--- config.mk ---
export PLATFORM = sky130hd
export DESIGN_NAME = pin_remap
export DESIGN_NICKNAME = d
export VERILOG_FILES = /design/src/hdl/pin_remap.v /design/src/hdl/pin_irq_detect.v
export VERILOG_INCLUDE_DIRS = /design/src /design/src/hdl
export SDC_FILE = /design/constraint.sdc
export NUM_CORES = 1
export LEC_CHECK = 0
export BUFFER_PORTS_ARGS = -buffer_cell sky130_fd_sc_hd__buf_4
export CORE_AREA = 2 2 152 266
export CTS_CLUSTER_SIZE = 30
export DETAILED_ROUTE_END_ITERATION = 6
export DIE_AREA = 0 0 154 268
export GPL_ROUTABILITY_DRIVEN = 1
export GPL_TIMING_DRIVEN = 0
export PLACE_DENSITY = 0.62
export SYNTH_ARGS = -nofsm -noshare
export SYNTH_HDL_FRONTEND = slang
export SYNTH_SLANG_ARGS = --single-unit
--- constraint.sdc ---
create_clock -name i_clock -period 3.9 [get_ports i_clock]
set_input_delay 0.39 -clock i_clock [delete_from_list [all_inputs] [get_ports i_clock]]
set_output_delay 0.39 -clock i_clock [all_outputs]
set_load 0.01 [all_outputs]
--- src/hdl/pin_remap_defines.vh ---
// register offsets, field positions and reset values for the pin remap block
`ifndef PIN_REMAP_DEFINES_VH
`define PIN_REMAP_DEFINES_VH

`define OFS_REMAP        12'h000
`define OFS_ANALOG_USB   12'h004
`define OFS_DIN_DISABLE  12'h008
`define OFS_PA_IRQ_EN    12'h00C
`define OFS_PB_IRQ_EN    12'h010
`define OFS_PA_IRQ_MODE  12'h014
`define OFS_PB_IRQ_MODE  12'h018
`define OFS_PA_IRQ_FLAGS 12'h01C
`define OFS_PB_IRQ_FLAGS 12'h020
`define OFS_PA_OUT_LATCH 12'h024
`define OFS_PB_OUT_LATCH 12'h028

`define BIT_TIMER0   0
`define BIT_TIMER1   1
`define BIT_TIMER2   2
`define BIT_SERIAL0  4
`define BIT_SERIAL1  5
`define BIT_SERIAL2  6
`define BIT_USB_CLAIM 7
`define BIT_USB_PU   6

`define REMAP_MASK   8'h77
`define ANALOG_MASK  16'h00C0
`define DIN_MASK     32'hFFD1FFF0
`define RESET_16     16'h0000
`define RESET_32     32'h00000000

`define RESP_OKAY    2'h0
`define RESP_SLVERR  2'h2

`endif

--- src/hdl/pin_remap.v ---
// pin remap, usb pin, input buffer disable and port interrupt configuration
// What this block does
// bit 6 picks serial2 alternate pair on PA6/PA7
// bit 5 moves serial1 to PB12/PB13 from PA8/PA9
// bit 4 moves serial0 to PA15/PA14 from PB4/PB7
// bit 2 moves timer2 pin to PB11 from PA11
// bit 1 moves timer1 pin to PB10 from PA10
// bit 0 moves timer0 pin to PB23 from PA9
// remap bits 7,3 read zero; selects reset zero
// analog bit 7 claims PB10/PB11 for usb
// analog bit 6 forces usb D+ pullup on
// software should disable inputs on analog pins
// bits 31:26 disable inputs PB10..PB15
// bits 25:24 disable inputs PB22,PB23
// bits 23:22 disable inputs PB6,PB7
// bit 20 disables PB4; 21,19:17 reserved
// bit 16 disables PB0 input
// bits 15:4 disable PA4..PA15; 3:0 reserved
// one turns input buffer off; reset zero
// port A interrupt enables, reset clear
// port B interrupt enables, reset clear
// port A mode: one edge, zero level
// port B mode: one edge, zero level
// output latch bit picks interrupt polarity
// flag set by hardware, write one clears
// pins synchronised before edge or level detect
// level mode keeps flag set while level holds
//
// Decided for this implementation: the AXI4-Lite slave port and the placing of the registers.
`timescale 1ns/1ps
`include "pin_remap_defines.vh"
module pin_remap (
    // clock and reset
    input  wire        i_clock,
    input  wire        i_rst,
    // axi4-lite write address
    input  wire        i_awvalid,
    output reg         o_awready,
    input  wire [11:0] i_awaddr,
    // axi4-lite write data
    input  wire        i_wvalid,
    output reg         o_wready,
    input  wire [31:0] i_wdata,
    input  wire [3:0]  i_wstrb,
    // axi4-lite write response
    output reg         o_bvalid,
    input  wire        i_bready,
    output reg  [1:0]  o_bresp,
    // axi4-lite read address
    input  wire        i_arvalid,
    output reg         o_arready,
    input  wire [11:0] i_araddr,
    // axi4-lite read data
    output reg         o_rvalid,
    input  wire        i_rready,
    output reg  [31:0] o_rdata,
    output reg  [1:0]  o_rresp,
    // pins and usb controller
    input  wire [15:0] i_porta_pins,
    input  wire [15:0] i_portb_pins,
    input  wire        i_usb_ctrl_pullup_enable,
    // pin selects
    output reg         o_serial2_pin_select,
    output reg         o_serial1_pin_select,
    output reg         o_serial0_pin_select,
    output reg         o_timer2_pin_select,
    output reg         o_timer1_pin_select,
    output reg         o_timer0_pin_select,
    // usb pins
    output reg         o_usb_pin_claim,
    output reg         o_usb_dplus_pullup,
    // input buffer disables
    output reg  [15:0] o_porta_input_buffer_off,
    output reg  [23:0] o_portb_input_buffer_off,
    // interrupt flags
    output reg  [15:0] o_porta_irq_flags,
    output reg  [15:0] o_portb_irq_flags
);

    reg  [7:0]  remap_q;
    reg  [15:0] analog_q;
    reg  [31:0] din_q;
    reg  [15:0] pa_en_q;
    reg  [15:0] pb_en_q;
    reg  [15:0] pa_mode_q;
    reg  [15:0] pb_mode_q;
    reg  [15:0] pa_out_q;
    reg  [15:0] pb_out_q;
    reg  [11:0] awaddr_q;
    reg         aw_held_q;
    reg  [31:0] wdata_q;
    reg  [3:0]  wstrb_q;
    reg         w_held_q;
    reg  [15:0] pa_clear;
    reg  [15:0] pb_clear;
    reg         wr_hit;
    reg  [31:0] rd_val;
    reg         rd_hit;
    wire [15:0] pa_flags;
    wire [15:0] pb_flags;
    wire        wr_go;
    wire [31:0] wmask;
    reg  [31:0] wr_old;
    reg  [31:0] wr_keep;
    wire [31:0] wr_val;

    // byte enables expand to a bit mask
    function [31:0] strb_mask;
        input [3:0] s;
        begin
            strb_mask = {{8{s[3]}}, {8{s[2]}}, {8{s[1]}}, {8{s[0]}}};
        end
    endfunction

    // masked merge of write data into an old value
    function [31:0] merge;
        input [31:0] old;
        input [31:0] data;
        input [31:0] m;
        begin
            merge = (old & ~m) | (data & m);
        end
    endfunction

    assign wr_go = aw_held_q & w_held_q & ~o_bvalid;
    assign wmask = strb_mask(wstrb_q);
    assign wr_val = merge(wr_old, wdata_q, wmask & wr_keep);

    // present value and writable bits of the addressed register; the
    // keep mask holds reserved bits at zero whatever software writes
    always @* begin
        wr_old  = 32'h00000000;
        wr_keep = 32'h00000000;
        case (awaddr_q)
            `OFS_REMAP: begin
                wr_old  = {24'h000000, remap_q};
                wr_keep = {24'h000000, `REMAP_MASK};
            end
            `OFS_ANALOG_USB: begin
                wr_old  = {16'h0000, analog_q};
                wr_keep = {16'h0000, `ANALOG_MASK};
            end
            `OFS_DIN_DISABLE: begin
                wr_old  = din_q;
                wr_keep = `DIN_MASK;
            end
            `OFS_PA_IRQ_EN: begin
                wr_old  = {16'h0000, pa_en_q};
                wr_keep = 32'h0000FFFF;
            end
            `OFS_PB_IRQ_EN: begin
                wr_old  = {16'h0000, pb_en_q};
                wr_keep = 32'h0000FFFF;
            end
            `OFS_PA_IRQ_MODE: begin
                wr_old  = {16'h0000, pa_mode_q};
                wr_keep = 32'h0000FFFF;
            end
            `OFS_PB_IRQ_MODE: begin
                wr_old  = {16'h0000, pb_mode_q};
                wr_keep = 32'h0000FFFF;
            end
            `OFS_PA_OUT_LATCH: begin
                wr_old  = {16'h0000, pa_out_q};
                wr_keep = 32'h0000FFFF;
            end
            `OFS_PB_OUT_LATCH: begin
                wr_old  = {16'h0000, pb_out_q};
                wr_keep = 32'h0000FFFF;
            end
            default: wr_keep = 32'h00000000;
        endcase
    end

    // write-one-to-clear strobes and address decode
    always @* begin
        pa_clear = 16'h0000;
        pb_clear = 16'h0000;
        wr_hit   = 1'b1;
        case (awaddr_q)
            `OFS_REMAP, `OFS_ANALOG_USB, `OFS_DIN_DISABLE, `OFS_PA_IRQ_EN,
            `OFS_PB_IRQ_EN, `OFS_PA_IRQ_MODE, `OFS_PB_IRQ_MODE,
            `OFS_PA_OUT_LATCH, `OFS_PB_OUT_LATCH: wr_hit = 1'b1;
            `OFS_PA_IRQ_FLAGS: begin
                if (wr_go) begin
                    pa_clear = wdata_q[15:0] & wmask[15:0];
                end
            end
            `OFS_PB_IRQ_FLAGS: begin
                if (wr_go) begin
                    pb_clear = wdata_q[15:0] & wmask[15:0];
                end
            end
            default: wr_hit = 1'b0;
        endcase
    end

    // read decode; reserved bits read zero because the write keep mask never sets them
    always @* begin
        rd_val = 32'h00000000;
        rd_hit = 1'b1;
        case (i_araddr)
            `OFS_REMAP:         rd_val = {24'h000000, remap_q};
            `OFS_ANALOG_USB:    rd_val = {16'h0000, analog_q};
            `OFS_DIN_DISABLE:   rd_val = din_q;
            `OFS_PA_IRQ_EN:     rd_val = {16'h0000, pa_en_q};
            `OFS_PB_IRQ_EN:     rd_val = {16'h0000, pb_en_q};
            `OFS_PA_IRQ_MODE:   rd_val = {16'h0000, pa_mode_q};
            `OFS_PB_IRQ_MODE:   rd_val = {16'h0000, pb_mode_q};
            `OFS_PA_IRQ_FLAGS:  rd_val = {16'h0000, pa_flags};
            `OFS_PB_IRQ_FLAGS:  rd_val = {16'h0000, pb_flags};
            `OFS_PA_OUT_LATCH:  rd_val = {16'h0000, pa_out_q};
            `OFS_PB_OUT_LATCH:  rd_val = {16'h0000, pb_out_q};
            default:            rd_hit = 1'b0;
        endcase
    end

    // write channel: address and data taken in either order
    always @(posedge i_clock) begin
        if (i_rst) begin
            o_awready <= 1'b0;
            o_wready  <= 1'b0;
            o_bvalid  <= 1'b0;
            o_bresp   <= `RESP_OKAY;
            aw_held_q <= 1'b0;
            w_held_q  <= 1'b0;
            awaddr_q  <= 12'h000;
            wdata_q   <= 32'h00000000;
            wstrb_q   <= 4'h0;
            remap_q   <= 8'h00;
            analog_q  <= `RESET_16;
            din_q     <= `RESET_32;
            pa_en_q   <= `RESET_16;
            pb_en_q   <= `RESET_16;
            pa_mode_q <= `RESET_16;
            pb_mode_q <= `RESET_16;
            pa_out_q  <= `RESET_16;
            pb_out_q  <= `RESET_16;
        end else begin
            o_awready <= ~aw_held_q & ~o_awready & i_awvalid;
            o_wready  <= ~w_held_q & ~o_wready & i_wvalid;
            if (o_awready & i_awvalid) begin
                aw_held_q <= 1'b1;
                awaddr_q  <= i_awaddr;
            end
            if (o_wready & i_wvalid) begin
                w_held_q <= 1'b1;
                wdata_q  <= i_wdata;
                wstrb_q  <= i_wstrb;
            end
            if (wr_go) begin
                aw_held_q <= 1'b0;
                w_held_q  <= 1'b0;
                o_bvalid  <= 1'b1;
                o_bresp   <= wr_hit ? `RESP_OKAY : `RESP_SLVERR;
                case (awaddr_q)
                    `OFS_REMAP:        remap_q   <= wr_val[7:0];
                    `OFS_ANALOG_USB:   analog_q  <= wr_val[15:0];
                    `OFS_DIN_DISABLE:  din_q     <= wr_val;
                    `OFS_PA_IRQ_EN:    pa_en_q   <= wr_val[15:0];
                    `OFS_PB_IRQ_EN:    pb_en_q   <= wr_val[15:0];
                    `OFS_PA_IRQ_MODE:  pa_mode_q <= wr_val[15:0];
                    `OFS_PB_IRQ_MODE:  pb_mode_q <= wr_val[15:0];
                    `OFS_PA_OUT_LATCH: pa_out_q  <= wr_val[15:0];
                    `OFS_PB_OUT_LATCH: pb_out_q  <= wr_val[15:0];
                    default: remap_q <= remap_q;
                endcase
            end else if (o_bvalid & i_bready) begin
                o_bvalid <= 1'b0;
            end
        end
    end

    // read channel: one-cycle accept, data the cycle after
    always @(posedge i_clock) begin
        if (i_rst) begin
            o_arready <= 1'b0;
            o_rvalid  <= 1'b0;
            o_rdata   <= 32'h00000000;
            o_rresp   <= `RESP_OKAY;
        end else begin
            o_arready <= ~o_arready & ~o_rvalid & i_arvalid;
            if (o_arready & i_arvalid) begin
                o_rvalid <= 1'b1;
                o_rdata  <= rd_val;
                o_rresp  <= rd_hit ? `RESP_OKAY : `RESP_SLVERR;
            end else if (o_rvalid & i_rready) begin
                o_rvalid <= 1'b0;
            end
        end
    end

    // pin and usb outputs, registered one cycle after the config
    always @(posedge i_clock) begin
        if (i_rst) begin
            o_serial2_pin_select     <= 1'b0;
            o_serial1_pin_select     <= 1'b0;
            o_serial0_pin_select     <= 1'b0;
            o_timer2_pin_select      <= 1'b0;
            o_timer1_pin_select      <= 1'b0;
            o_timer0_pin_select      <= 1'b0;
            o_usb_pin_claim          <= 1'b0;
            o_usb_dplus_pullup       <= 1'b0;
            o_porta_input_buffer_off <= 16'h0000;
            o_portb_input_buffer_off <= 24'h000000;
        end else begin
            o_serial2_pin_select <= remap_q[`BIT_SERIAL2];
            o_serial1_pin_select <= remap_q[`BIT_SERIAL1];
            o_serial0_pin_select <= remap_q[`BIT_SERIAL0];
            o_timer2_pin_select  <= remap_q[`BIT_TIMER2];
            o_timer1_pin_select  <= remap_q[`BIT_TIMER1];
            o_timer0_pin_select  <= remap_q[`BIT_TIMER0];
            o_usb_pin_claim      <= analog_q[`BIT_USB_CLAIM];
            // the force keeps the pull-up when the controller cannot
            o_usb_dplus_pullup   <= analog_q[`BIT_USB_PU] |
                                    i_usb_ctrl_pullup_enable;
            o_porta_input_buffer_off <= {din_q[15:4], 4'h0};
            o_portb_input_buffer_off <= {din_q[25:24], 6'h00,
                din_q[31:26], 2'h0, din_q[23:22], 1'b0, din_q[20],
                3'h0, din_q[16]};
        end
    end

    always @(posedge i_clock) begin
        if (i_rst) begin
            o_porta_irq_flags <= 16'h0000;
            o_portb_irq_flags <= 16'h0000;
        end else begin
            o_porta_irq_flags <= pa_flags;
            o_portb_irq_flags <= pb_flags;
        end
    end

    pin_irq_detect u_porta_irq (
        .i_clock     (i_clock),
        .i_rst       (i_rst),
        .i_pins      (i_porta_pins),
        .i_enable    (pa_en_q),
        .i_edge_mode (pa_mode_q),
        .i_polarity  (pa_out_q),
        .i_clear     (pa_clear),
        .o_flags     (pa_flags)
    );

    pin_irq_detect u_portb_irq (
        .i_clock     (i_clock),
        .i_rst       (i_rst),
        .i_pins      (i_portb_pins),
        .i_enable    (pb_en_q),
        .i_edge_mode (pb_mode_q),
        .i_polarity  (pb_out_q),
        .i_clear     (pb_clear),
        .o_flags     (pb_flags)
    );

endmodule

--- src/hdl/pin_irq_detect.v ---
// per-pin synchroniser and level/edge interrupt flag logic for one port
`timescale 1ns/1ps
module pin_irq_detect (
    // clock and reset
    input  wire        i_clock,
    input  wire        i_rst,
    // pin and configuration
    input  wire [15:0] i_pins,
    input  wire [15:0] i_enable,
    input  wire [15:0] i_edge_mode,
    input  wire [15:0] i_polarity,
    input  wire [15:0] i_clear,
    // flags
    output reg  [15:0] o_flags
);

    reg  [15:0] sync1_q;
    reg  [15:0] sync2_q;
    reg  [15:0] prev_q;
    wire [15:0] active;
    wire [15:0] edge_hit;
    wire [15:0] hit;

    // polarity 1 means high or rising, 0 means low or falling
    assign active   = ~(sync2_q ^ i_polarity);
    assign edge_hit = (sync2_q ^ prev_q) & active;
    // level mode re-sets every cycle while the level holds
    assign hit = i_enable & ((i_edge_mode & edge_hit) |
                 (~i_edge_mode & active));

    always @(posedge i_clock) begin
        if (i_rst) begin
            sync1_q <= 16'h0000;
            sync2_q <= 16'h0000;
            prev_q  <= 16'h0000;
            o_flags <= 16'h0000;
        end else begin
            sync1_q <= i_pins;
            sync2_q <= sync1_q;
            prev_q  <= sync2_q;
            // a new event wins over a clear in the same cycle
            o_flags <= (o_flags & ~i_clear) | hit;
        end
    end

endmodule

==> flow_summary_export.csv <==
group,metric,value,unit
yosys,avgSynthCellArea,8.93,um^2
power,vdd_drop_max,0.000364,V
die,dieArea,0.0413,mm^2
setup_path,cp-end-kind,"flop",
routing,drtIter0Drc,1628,
cells_and_area,final_area,0.0211,mm^2
yosys,synth_warnings,0,
sta,fin_skew,0.0201,ns
sta,period_share,98.7,%
clock_network,root_buffer,"clkbuf_16",
sta,drv_slew,0,
sta,period_needed,3.85,ns
routing,dr.pass1.iters,6,
clock_network,cts-hold-fix-buffers,0,
yosys,synth_ff_type,"dfxtp_1",
yosys,synthCells,1949,
clock_network,cts_buffers,40,
yosys,synthArstFlopShare,0,%
yosys,ys_seq_area_share,48.4,%
clock_network,cts_max_path_buffers,3,
yosys,synth_area,0.0174,mm^2
cells_and_area,reg.largest.list,"din_q: 28 flops, o_rdata: 28 flops, wdata_q: 28 flops",
cells_and_area,nets,2308,
global_routing,busiest_layer,"met2",
sta,rsz0062_at_grt,"false",
routing,drc,0,
clock_network,cts_tree,"yes",
setup_path,cp.arrival,4.31,ns
setup_path,crit_type,"reg2reg",
setup_path,worstPathRequired,4.36,ns
clock_network,cts_setup_buffers,0,
outcome,violations,"max-capacitance violations",
clock_network,htree_levels,2,
global_routing,grt_usage,37.4,%
run,maxCapViolCount,2,
global_routing,grt_max_degree,17,
sta,max_freq,260,MHz
global_routing,grt_pass1_vias,16100,
yosys,synth_edf_count,0,
cells_and_area,drive_above_1_share,16.9,%
global_routing,grt_use_met2,63.9,%
die,die_w,154,um
clock_network,clock-sinks,421,
global_routing,antenna_found_initial,0,
die,start_util,44.6,%
global_routing,grt_use_met1,42.6,%
die,coreArea,0.0390,mm^2
routing,num_vias,16600,
sta,slew_headroom,0.697,%
yosys,synth.distinct_cells,73,
cells_and_area,layout_common_cells,"dfxtp_1, nand2_1, nor2b_1",
die,io_pins,221,
place,gp_congestion,1.03,
routing,drt_wl_total,79.0,mm
routing,ant_nets,0,
routing,vias_per_cell,6.09,
clock_network,insertion_delay,0.56,ns
die,die_h,268,um
place,io_buffers,194,
sta,worst_pin_slew,1.48,ns
die,core.rowCount,96,
outcome,status,"finished, violations left",
sta,hold_violations,0,
clock_network,clkTransAtPathRegs,0.07,ns
setup_path,start_kind,"flop",
place,dpl.hpwl,58.7,mm
power,power_density,440,mW/mm^2
global_routing,grt_overflow_total,0,
global_routing,grt_pass1_wl,111,mm
sta,final-setup-viol-count,0,
power,power_leakage,7.52,nW
cells_and_area,area_delta_synth_final,21.1,%
place,postPlaceCellArea,0.0196,mm^2
setup_path,cp_max_fo,10,
cells_and_area,final_common_cell,"dfxtp_1",
min_path,min_path_type,"in2reg",
routing,wl_per_cell,28.9,um
global_routing,grtUsageMet3,5.60,%
cells_and_area,fin_util,54.0,%
yosys,yosys_register_bits,421,
power,power,9.27,mW
where the power goes:
| group | switching, mW | internal [mW] |
|---|---|---|
| Sequential | 0.0469 | 4.36 |
| Clock | 1.77 | 2.51 |
| Combinational | 0.407 | 0.183 |
| Total | 2.22 | 7.05 |
worst max-delay path: stages, from the launching register on:
cell and delay [ns]:
dfxtp_1 0.33, nor4_2 0.82, clkbuf_1 0.62, nand2_1 0.45, nor3_1 0.70, clkbuf_2 0.50
nor2_1 0.10, a211oi_1 0.25
layer usage:
layer	share of wire (%)	wire, um
met3	7.8	6170
met5	0	0
met2	48	37800
met4	8.3	6570
met1	36	28500
cells by family after synthesis:
family                 after synthesis  share of synthesized area [%]
DFF                                421                           48.4
buffers and inverters              155                           4.01
and+or+nand+nor                    876                           25.8
other                                1                         0.0215
muxes                               53                           4.53
AOI/OAI and AO/OA                  443                           17.2
Yosys cell counts (14+ instances only):
library cell / count / share of area (%)
clkbuf_1: 92 / 2.0
o31ai_1: 30 / 1.3
mux4_2: 20 / 2.6
nor2b_1: 218 / 7.8
o21a_1: 15 / 0.65
o32ai_1: 14 / 0.70
o21ai_0: 39 / 1.1
dfxtp_1: 421 / 48
a21oi_1: 156 / 4.5
a211oi_1: 19 / 0.82
mux2i_1: 29 / 1.7
nand3b_1: 20 / 0.86
nand2b_1: 29 / 1.0
nand3_1: 62 / 1.8
buf_2: 27 / 0.78
a31oi_1: 22 / 0.79
a22oi_1: 53 / 2.3
nor2_1: 114 / 2.5
nand2_1: 306 / 6.6
buf_4: 22 / 0.95
nor3_1: 42 / 1.2
per-stage QoR:
| stage | std cells | setup WS (ns) | setup TNS [ns] | hold slack (ns) |
|---|---|---|---|---|
| after floorplan | 1970 | 1.43 | 0 | 0.414 |
| after global placement | 2654 | -0.234 | -5.77 | 0.420 |
| after detailed placement | 2656 | -0.208 | -3.67 | 0.424 |
| after CTS | 2729 | -0.0331 | -0.0331 | 0.0133 |
| after global routing | 2729 | 0.0243 | 0 | 0.0352 |
| final | 2730 | 0.0491 | 0 | 0.0293 |
layout make-up:
| cell class | count | area [um^2] |
|---|---|---|
| multi-input cells | 1394 | 8450 |
| fillers | 3646 | 18000 |
| repair buffers | 196 | 1470 |
| diodes | 1 | 2.50 |
| flip-flops and latches | 421 | 8430 |
| clock inverters | 16 | 274 |
| clock buffers | 57 | 1140 |
| inverters | 5 | 18.8 |
| well taps | 490 | 613 |
| plain buffers | 150 | 682 |
final timing paths:
| path | from | endpoint | slack (ns) | cells past startpoint |
|---|---|---|---|---|
| worst min register to register | u_portb_irq.sync1_q[2]$_SDFF_PP0_ | u_portb_irq.sync2_q[2]$_SDFF_PP0_ | 0.44 | 1 |
| worst min-delay path | i_rst | o_serial0_pin_select$_SDFF_PP0_ | 0.03 | 2 |
| worst max-delay path | awaddr_q[11]$_SDFFE_PP0P_ | pa_mode_q[6]$_SDFFE_PP0P_ | 0.05 | 7 |
| worst max register to register | awaddr_q[11]$_SDFFE_PP0P_ | pa_mode_q[6]$_SDFFE_PP0P_ | 0.05 | 7 |
timing repair:
item                                   in CTS  in global routing
resized for setup                           8                  4
setup endpoints to repair                  45                 10
endpoints found under the hold margin       0                  0
(Power assumes the default switching activity.)
